`src/verilog/hth_pkg.sv`:
```
// package for the host transfer handshake block
// assumes one 100 MHz clock and a strapped host-port style input
package hth_pkg;
    localparam int unsigned DATA_W         = 16;
    localparam int unsigned ADDR_W         = 16;
    localparam int unsigned CLK_PERIOD_NS  = 10;
    // internal register/ram access time, in ns
    localparam int unsigned XFER_TIME_NS   = 40;
    localparam int unsigned XFER_CYCLES    =
        (XFER_TIME_NS + CLK_PERIOD_NS - 1) / CLK_PERIOD_NS;
    localparam int unsigned CNT_W          = 8;
    localparam logic        MODE_BUFFERED  = 1'b0;
    localparam logic        MODE_TRANSP    = 1'b1;
    typedef enum logic [2:0] {
        ST_IDLE,
        ST_XFER,
        ST_DONE,
        ST_WAIT_REL
    } hth_state_t;
endpackage : hth_pkg

```
`src/verilog/hth_access_timer.sv`:
```
// access timer: counts the internal transfer duration
// assumes start is a one-cycle pulse in the CLK_IN domain
`timescale 1ns/1ps
module hth_access_timer #(
    parameter int unsigned CYCLES = hth_pkg::XFER_CYCLES,
    parameter int unsigned CNT_W  = hth_pkg::CNT_W
) (
    input  wire logic CLK_IN,
    input  wire logic NRST_IN,
    input  wire logic start_in,
    output logic      busy_out,
    output logic      done_out
);
    import hth_pkg::*;

    logic [CNT_W-1:0] cnt_r;
    logic [CNT_W-1:0] cnt_nxt;
    logic             done_r;
    logic             done_nxt;

    // load on start, count down to zero; done marks the last busy cycle
    // so the caller can take read data while the request still stands
    always_comb begin
        cnt_nxt = cnt_r;
        if (start_in) begin
            cnt_nxt = CNT_W'(CYCLES);
        end else if (cnt_r != '0) begin
            cnt_nxt = cnt_r - 1'b1;
        end
        done_nxt = (cnt_nxt == CNT_W'(1));
    end

    always_ff @(posedge CLK_IN or negedge NRST_IN) begin
        if (!NRST_IN) begin
            cnt_r  <= '0;
            done_r <= 1'b0;
        end else begin
            cnt_r  <= cnt_nxt;
            done_r <= done_nxt;
        end
    end

    assign busy_out = (cnt_r != '0);
    assign done_out = done_r;
endmodule : hth_access_timer

```
`src/verilog/hth_host_port.sv`:
```
// host port handshake: ready and buffer enable for host accesses
// assumes host strobe, address and data are synchronous to CLK_IN
// and that internal storage answers through mem_* ports in fixed time
`timescale 1ns/1ps

// Summary of operation
// - wait-state read: ready goes low once read data is on bus
// - wait-state write: ready goes low once word reached storage
// - zero-wait mode: ready rests high while new cycle accepted
// - zero-wait mode: ready falls when internal transfer begins
// - zero-wait mode: ready rises again when internal transfer ends
// - buffer enable low exactly while a host access is carried out
module hth_host_port #(
    parameter int unsigned DW = hth_pkg::DATA_W,
    parameter int unsigned AW = hth_pkg::ADDR_W
) (
    input  wire logic          CLK_IN,
    input  wire logic          NRST_IN,
    input  wire logic          HOST_STYLE_IN,
    input  wire logic          HOST_STROBE_N_IN,
    input  wire logic          HOST_RD_WR_N_IN,
    input  wire logic [AW-1:0] HOST_ADDR_IN,
    input  wire logic [DW-1:0] HOST_DATA_IN,
    output logic      [DW-1:0] HOST_DATA_OUT,
    output logic               HOST_DATA_OE_OUT,
    output logic               TRANSFER_READY_N_OUT,
    output logic               IO_BUFFER_ENABLE_N_OUT,
    output logic               MEM_REQ_OUT,
    output logic               MEM_WE_OUT,
    output logic      [AW-1:0] MEM_ADDR_OUT,
    output logic      [DW-1:0] MEM_WDATA_OUT,
    input  wire logic [DW-1:0] MEM_RDATA_IN
);
    import hth_pkg::*;

    hth_state_t      state_r;
    hth_state_t      state_nxt;
    logic            strobe_d_r;
    logic            mode_r;
    logic            mode_nxt;
    logic            rd_r;
    logic            rd_nxt;
    logic [AW-1:0]   addr_r;
    logic [AW-1:0]   addr_nxt;
    logic [DW-1:0]   wdata_r;
    logic [DW-1:0]   wdata_nxt;
    logic [DW-1:0]   rdata_r;
    logic [DW-1:0]   rdata_nxt;
    logic            start;
    logic            t_busy;
    logic            t_done;
    logic            strobe_fall;

    // new cycle seen on falling strobe edge
    assign strobe_fall = strobe_d_r && !HOST_STROBE_N_IN;

    // strap sampled each idle cycle; it is static in practice
    always_comb begin
        state_nxt = state_r;
        mode_nxt  = mode_r;
        rd_nxt    = rd_r;
        addr_nxt  = addr_r;
        wdata_nxt = wdata_r;
        rdata_nxt = rdata_r;
        start     = 1'b0;
        case (state_r)
            ST_IDLE: begin
                mode_nxt = HOST_STYLE_IN;
                if (strobe_fall) begin
                    start     = 1'b1;
                    rd_nxt    = HOST_RD_WR_N_IN;
                    addr_nxt  = HOST_ADDR_IN;
                    wdata_nxt = HOST_DATA_IN;
                    state_nxt = ST_XFER;
                end
            end
            ST_XFER: begin
                // leave on the last access cycle: storage still answers,
                // so read data is taken before the request drops
                if (t_done) begin
                    if (rd_r) begin
                        rdata_nxt = MEM_RDATA_IN;
                    end
                    state_nxt = (mode_r == MODE_BUFFERED) ? ST_WAIT_REL
                                                          : ST_DONE;
                end
            end
            ST_DONE: begin
                // ready held low until host releases strobe
                if (HOST_STROBE_N_IN) begin
                    state_nxt = ST_IDLE;
                end
            end
            ST_WAIT_REL: begin
                // buffered: transfer over; wait strobe high if still low
                if (HOST_STROBE_N_IN) begin
                    state_nxt = ST_IDLE;
                end
            end
            default: begin
                state_nxt = ST_IDLE;
            end
        endcase
    end

    always_ff @(posedge CLK_IN or negedge NRST_IN) begin
        if (!NRST_IN) begin
            state_r    <= ST_IDLE;
            strobe_d_r <= 1'b1;
            mode_r     <= MODE_BUFFERED;
            rd_r       <= 1'b0;
            addr_r     <= '0;
            wdata_r    <= '0;
            rdata_r    <= '0;
        end else begin
            state_r    <= state_nxt;
            strobe_d_r <= HOST_STROBE_N_IN;
            mode_r     <= mode_nxt;
            rd_r       <= rd_nxt;
            addr_r     <= addr_nxt;
            wdata_r    <= wdata_nxt;
            rdata_r    <= rdata_nxt;
        end
    end

    hth_access_timer #(
        .CYCLES (XFER_CYCLES),
        .CNT_W  (CNT_W)
    ) u_timer (
        .CLK_IN   (CLK_IN),
        .NRST_IN  (NRST_IN),
        .start_in (start),
        .busy_out (t_busy),
        .done_out (t_done)
    );

    // internal storage request runs while the timer is busy
    assign MEM_REQ_OUT   = t_busy;
    assign MEM_WE_OUT    = t_busy && !rd_r;
    assign MEM_ADDR_OUT  = addr_r;
    assign MEM_WDATA_OUT = wdata_r;

    // wait-state: low in ST_DONE; zero-wait: low while transferring
    always_comb begin
        if (mode_r == MODE_TRANSP) begin
            TRANSFER_READY_N_OUT = (state_r != ST_DONE);
        end else begin
            TRANSFER_READY_N_OUT = (state_r != ST_XFER);
        end
    end

    // enable low only during the access itself; same span as the
    // storage request, so external buffers open only while in flight
    assign IO_BUFFER_ENABLE_N_OUT = (state_r != ST_XFER);
    assign HOST_DATA_OUT    = rdata_r;
    assign HOST_DATA_OE_OUT = rd_r && (state_r == ST_DONE) &&
                              !HOST_STROBE_N_IN;

    // checks: each guards one promise made to the host
    AST_RD_DATA_AT_READY: assert property (@(posedge CLK_IN)
        disable iff (!NRST_IN)
        (mode_r == MODE_TRANSP && rd_r && $fell(TRANSFER_READY_N_OUT))
        |-> HOST_DATA_OE_OUT && HOST_DATA_OUT == $past(MEM_RDATA_IN))
        else $error("read ready without data");
    AST_WR_BEFORE_READY: assert property (@(posedge CLK_IN)
        disable iff (!NRST_IN)
        (mode_r == MODE_TRANSP && !rd_r && $fell(TRANSFER_READY_N_OUT))
        |-> $past(MEM_WE_OUT))
        else $error("write ready before store");
    AST_ZW_READY_IDLE: assert property (@(posedge CLK_IN)
        disable iff (!NRST_IN)
        (mode_r == MODE_BUFFERED && state_r == ST_IDLE)
        |-> TRANSFER_READY_N_OUT)
        else $error("zero-wait ready low when idle");
    AST_ZW_READY_FALL: assert property (@(posedge CLK_IN)
        disable iff (!NRST_IN)
        (mode_r == MODE_BUFFERED && strobe_fall && state_r == ST_IDLE)
        |=> !TRANSFER_READY_N_OUT && MEM_REQ_OUT)
        else $error("zero-wait ready did not fall");
    AST_ZW_READY_RISE: assert property (@(posedge CLK_IN)
        disable iff (!NRST_IN)
        (mode_r == MODE_BUFFERED && $fell(TRANSFER_READY_N_OUT))
        |-> ##4 TRANSFER_READY_N_OUT)
        else $error("zero-wait ready did not rise");
    AST_IO_BUFFER_ENABLE_N_MATCH: assert property (@(posedge CLK_IN)
        disable iff (!NRST_IN)
        !IO_BUFFER_ENABLE_N_OUT |-> MEM_REQ_OUT)
        else $error("buffer enable outside access");
    AST_IO_BUFFER_ENABLE_N_LEN: assert property (@(posedge CLK_IN)
        disable iff (!NRST_IN)
        $fell(IO_BUFFER_ENABLE_N_OUT)
        |-> !IO_BUFFER_ENABLE_N_OUT [*4] ##1 IO_BUFFER_ENABLE_N_OUT)
        else $error("buffer enable wrong length");
    AST_WS_HOLD: assert property (@(posedge CLK_IN)
        disable iff (!NRST_IN)
        (state_r == ST_DONE && !HOST_STROBE_N_IN)
        |=> !TRANSFER_READY_N_OUT)
        else $error("ready released while strobe low");
    // data bus driven only in the ready phase of a wait-state read
    AST_OE_READ_ONLY: assert property (@(posedge CLK_IN)
        disable iff (!NRST_IN)
        HOST_DATA_OE_OUT |-> rd_r && !TRANSFER_READY_N_OUT)
        else $error("data bus driven outside read");

    // main scenarios
    COV_WS_READ: cover property (@(posedge CLK_IN)
        mode_r == MODE_TRANSP && rd_r && $fell(TRANSFER_READY_N_OUT));
    COV_WS_WRITE: cover property (@(posedge CLK_IN)
        mode_r == MODE_TRANSP && !rd_r && $fell(TRANSFER_READY_N_OUT));
    COV_ZW_CYCLE: cover property (@(posedge CLK_IN)
        mode_r == MODE_BUFFERED && $rose(TRANSFER_READY_N_OUT));
    COV_ZW_READ: cover property (@(posedge CLK_IN)
        mode_r == MODE_BUFFERED && rd_r && $rose(TRANSFER_READY_N_OUT));
    COV_WS_LONG_HOLD: cover property (@(posedge CLK_IN)
        state_r == ST_DONE && !HOST_STROBE_N_IN ##1
        state_r == ST_DONE && !HOST_STROBE_N_IN);
endmodule : hth_host_port

```
`config.mk`:
```
export PLATFORM = sky130hd
export DESIGN_NAME = hth_host_port
export DESIGN_NICKNAME = d
export VERILOG_FILES = /design/src/verilog/hth_pkg.sv /design/src/verilog/hth_access_timer.sv /design/src/verilog/hth_host_port.sv
export SDC_FILE = /design/constraint.sdc
export NUM_CORES = 1
export LEC_CHECK = 0
export BUFFER_PORTS_ARGS = -buffer_cell sky130_fd_sc_hd__buf_2
export CORE_ASPECT_RATIO = 2
export CORE_MARGIN = 2
export CORE_UTILIZATION = 43
export DETAILED_ROUTE_END_ITERATION = 8
export GPL_ROUTABILITY_DRIVEN = 1
export GPL_TIMING_DRIVEN = 1
export PLACE_DENSITY_LB_ADDON = 0.15
export SYNTH_ARGS = -nofsm -noshare
export SYNTH_HDL_FRONTEND = slang
export SYNTH_SLANG_ARGS = --single-unit
```
`constraint.sdc`:
```
create_clock -name CLK_IN -period 1.7 [get_ports CLK_IN]
set_input_delay 0.085 -clock CLK_IN [delete_from_list [all_inputs] [get_ports CLK_IN]]
set_output_delay 0.085 -clock CLK_IN [all_outputs]
set_load 0.1 [all_outputs]
```
== Yosys cells after proc, flatten, opt, wreduce, memory -nomap -nowiden ==
Cells that the tools add are included.
Widths: inputs -> output; s select.

* Bits of input ports: 53
* Flip-flop bits (word level): 63
* Word-level logic and storage cells: 41

* Reduce and logical (&&, ||, !) cells: 12
* Equal/unequal tests: 9
* Muxes and demuxes: 10
* Add/subtract/negate cells: 1

{| class="wikitable"
|+ Operators by type and width
! operator !! count
|-
| $mux 8 || 2
|-
| $mux 3 || 3
|-
| $pmux 3 s3 || 1
|-
| $eq 8x1->1 const B || 1
|-
| $reduce_bool 8->1 || 1
|-
| $sub 8x1->8 const B || 1
|-
| $eq 3x2->1 const B || 2
|-
| $reduce_and 3->1 || 2
|-
| $logic_and 1x1->1 || 4
|-
| $mux 1 || 4
|-
| $ne 2x1->1 const B || 2
|-
| $eq 3x1->1 const B || 1
|-
| $logic_not 3->1 || 1
|-
| $ne 3x1->1 const B || 1
|-
| $ne 3x2->1 const B || 1
|-
| $logic_not 1->1 || 2
|-
| $ne 2x2->1 const B || 1
|-
| $reduce_and 2->1 || 1
|-
| $reduce_or 2->1 || 1
|}

== Logic depth before layout (Yosys ltp) ==
* Depth in word-level cells: 6
* Depth in mapped cells: 8
* Mapped depth without buffers: 7

== By module ==
From an unflattened synthesis, not the netlist that was laid out.

* Cell total of the unflattened synthesis: 174
* Area, all modules: 2,702.6 um^2

{| class="wikitable"
|+ Modules (own cells, without submodules)
! module !! instances !! cells each !! area an instance (um^2)
|-
| hth_host_port || 1 || 123 || 2,172.1
|-
| hth_access_timer || 1 || 51 || 530.5
|}

== Worst setup path before layout ==
No wires, ideal clock.

* Kind: reg2out
* Start: register state_r[1]
* End: output port HOST_DATA_OE_OUT
* Path buffers: 0
* Stages on the path, launching flop included: 3
* Arrival: 3.594 ns
* Slack: -1.979 ns
* Path through: dfrtp_1 -> inv_1 -> nor4b_1

* Cells in the longest elaborated chain, start to end: 3

{| class="wikitable"
|+ Ends and longest elaborated chain
! item !! line !! RTL
|-
| from (decl) || hth_host_port.sv:36 || <nowiki>hth_state_t state_r;</nowiki>
|-
| from (signal assigned) || hth_host_port.sv:116 || <nowiki>state_r <= state_nxt;</nowiki>
|-
| $eq 3x2->1 || hth_host_port.sv:156 || <nowiki>assign HOST_DATA_OE_OUT = rd_r && (state_r == ST_DONE) &&</nowiki>
|-
| $logic_and 1x1->1 (2 in series) || hth_host_port.sv:156 ||
|-
| to (decl) || hth_host_port.sv:25 || <nowiki>output logic HOST_DATA_OE_OUT,</nowiki>
|}

No other way between the ends.

== Worst setup path in the final report ==
* Start: register u_timer.cnt_r[0]
* End: output port MEM_WE_OUT

* Cells in the longest elaborated chain, start to end: 2

{| class="wikitable"
|+ Ends and longest elaborated chain
! item !! line !! RTL
|-
| from (decl) || hth_access_timer.sv:16 || <nowiki>logic [CNT_W-1:0] cnt_r;</nowiki>
|-
| from (signal assigned) || hth_access_timer.sv:38 || <nowiki>cnt_r <= cnt_nxt;</nowiki>
|-
| $reduce_bool 8->1 || hth_access_timer.sv:43 || <nowiki>assign busy_out = (cnt_r != '0);</nowiki>
|-
| $logic_and 1x1->1 || hth_host_port.sv:139 || <nowiki>assign MEM_WE_OUT = t_busy && !rd_r;</nowiki>
|-
| to (decl) || hth_host_port.sv:29 || <nowiki>output logic MEM_WE_OUT,</nowiki>
|}

No other way between the ends.

==> reports/metrics.csv <==
stage,metric,value,unit
logic_synthesis,synth_cell_types,36,
placed_design,dpl_cell_area,3440,um2
sta,max_clock_freq,532,MHz
die,die_area,6800,um2
logic_synthesis,synthCells,261,
logic_synthesis,synth_ff_type,dfrtp_1,
clock_network,cts_tree,built,
clock_network,cts.sinks,62,
die,io_pins,106,
layout,layout.nets,497,
global_route,track_usage,0.219,
drt,viasPerCell,4.85,
logic_synthesis,yosysSeqAreaShare,0.590,
die,die_width,59.3,um
run_status,violations,setup timing,
sta,fin_skew,0.00688,ns
layout,stdcell_area,4380,um2
drt,drc,0,
sta,rsz0062_at_grt,yes,
sta,worst-slew-pin-transition,0.509,ns
layout,stdcell_count,510,
global_route,grt_pass1_wl,11200,um
drt,antenna_left,0,
logic_synthesis,syn_area,2630,um2
drt,drt-initial-drc-count,66,
job,max_cap_viol_count,0,
logic_synthesis,yosysWarnings,0,
sta,setup_violations,4,
sta,maxSlewHeadroom,0.663,
hold_path,holdPathStages,2,
setup_path,crit_type,reg2out,
layout,diodes,0,
layout,drive_gt1_frac,0.389,
logic_synthesis,synth_edf_count,0,
logic_synthesis,synth_nets,316,
sta,finalCritPeriodShare,1.11,
global_route,grt_start_max_net_pins,63,
placed_design,hpwl,4420,um
setup_path,worst_path_dominant_cell_family,simple AND/OR/NAND/NOR gates,
global_route,grt_pass1_vias,2622,
clock_network,clk_latency,0.32,ns
layout,layout_commonest_cell,nand2_1,
clock_network,cts_made_buffers,9,
logic_synthesis,synth_area_per_cell,10.1,um2
layout,layout_common_cells,"nand2_1, buf_2, dfrtp_1",
setup_path,worstPathMaxFanout,3,
setup_path,end_kind,output port,
clock_network,htreeDepth,3,
placed_design,place_ws,-0.147,ns
clock_network,cts-root-buf,clkbuf_16,
setup_path,slowest_stage,dfrtp_2,
logic_synthesis,netlist.area_leader.share,0.580,
setup_path,worst-r2r-setup-slack,-0.10,ns
setup_path,cp_num_buf_inv,3,
placed_design,io_buffers,105,
sta,layout_setup_ws,-0.179,ns
drt,first_pass_iters,6,
layout,fin_util,0.735,
sta,final_hold_viol_count,0,
die,rows,40,
global_route,antenna_found_initial,0,
hold_path,hold_path_class,in2reg,
placed_design,placed_cells,438,
setup_path,reg2reg_depth,7,
placed_design,gp_congestion,0.832,
drt,wl_per_cell,13.4,um
setup_path,cp.required,1.62,ns
sta,drv_slew,0,
logic_synthesis,synth-async-reset-ratio,1.00,
global_route,grt-ovfl-total,0,
die,dieHeight,115,um
logic_synthesis,synth_area_leaders,"dfrtp_1, nand2_1, mux2_1",
clock_network,cts_buffer_depth,2,
die,start_util,0.442,
sta,fin_crit,1.88,ns
drt,num_vias,2471,
logic_synthesis,yosysTopAreaCell,dfrtp_1,
logic_synthesis,synth-seq-cells,62,
setup_path,cpPeakStageDelay,0.42,ns
layout,area_delta_synth_final,66.3,%
setup_path,arrival,1.79,ns
drt,drt_wl_total,6840,um
clock_network,cts.clk_slew.worst_paths,0.05,ns
die,core,5960,um2
run_status,status,"complete, but fails checks",
setup_path,cp_num_cells,7,
setup_path,cp-start-kind,register,
setup_path,path_cells,inv_4 > ha_4 > or3b_4 > nor2_8 > buf_6 > nor2_4 > buf_12,
worst register-to-register path, stage by stage, from the launching register on:
cell and delay, ns:
dfrtp_2 0.42, inv_4 0.07, ha_4 0.12, or3b_4 0.41, nor2_8 0.15, inv_8 0.03, o32a_1 0.34, nor4_2 0.17
Yosys cell counts, types with 2 or more instances:
master / n
nor2_1: 13
o21ai_0: 5
nor3_1: 4
inv_1: 4
mux2_1: 10
nor2b_1: 2
nor4b_1: 2
nand2_1: 107
mux2i_1: 3
clkbuf_1: 11
xnor2_1: 3
mux2_2: 7
ha_1: 2
or3_1: 2
a211oi_1: 3
nor4_2: 2
a21oi_1: 2
dfrtp_1: 61
routing by layer:
metal	routed length (um)	GRT usage	vias up
li1	-	-	1211
met2	3840	0.397	86
met5	0	0	-
met3	306	0.0294	16
met4	197	0.152	0
met1	2490	0.216	1158
worst paths after layout:
kind,to,startpoint
min in group asynchronous,HOST_DATA_OUT[7],NRST_IN
hold reg to reg,MEM_ADDR_OUT[8],MEM_ADDR_OUT[8]
setup / recovery,MEM_WE_OUT,u_timer.cnt_r[0]
hold / removal,HOST_DATA_OUT[11],MEM_RDATA_IN[11]
setup reg to reg,u_timer.done_out,u_timer.cnt_r[0]
max in group asynchronous,strobe_d_r,NRST_IN
repair_timing:
| item | 4_1_cts | 5_1_grt |
|---|---|---|
| cloned | 0 | 0 |
| gates resized for setup | 14 | 8 |
| pin swaps | 4 | 1 |
| buffers inserted | 3 | 5 |
| hold endpoints to repair | 111 | 0 |
| setup endpoints to repair | 5 | 39 |
| hold buffers | 51 | 0 |
per-stage QoR:
| stage | hold slack (ns) | setup TNS, ns |
|---|---|---|
| 2_1_floorplan | -0.211 | -0.269 |
| 5_1_grt | 0.0350 | -0.857 |
| 3_3_place_gp | 0.120 | -0.0851 |
| 6_report | 0.0228 | -0.519 |
| 4_1_cts | 0.0295 | -0.510 |
| 3_5_place_dp | 0.119 | -0.198 |
layout make-up:
type	instances	area, um2
Sequential cell	62	1550
Fill cell	416	1580
Inverter	5	35.0
Tap cell	63	78.8
Clock inverter	3	42.5
Clock buffer	13	260
Timing Repair Buffer	182	1320
Multi-Input combinational cell	182	1080
registers in the layout, indices dropped and copies added, names as in the netlist:
name,flops
HOST_DATA_OUT,16
mode_r,1
state_r,2
u_timer.cnt_r,8
MEM_WDATA_OUT,16
MEM_ADDR_OUT,16
rd_r,1
u_timer.done_out,1
strobe_d_r,1
kinds of logic after synthesis:
| logic type | count (synthesis) | synth area share |
|---|---|---|
| buf+inv | 17 | 0.0280 |
| xor+xnor | 4 | 0.0133 |
| flops | 62 | 0.590 |
| fa+ha+maj | 2 | 0.00950 |
| mux | 20 | 0.0841 |
| simple gates | 142 | 0.241 |
| compound gates | 14 | 0.0337 |
Power is not shown: default switching activity piles up to over one toggle a cycle in this logic, so the estimate is an artifact.
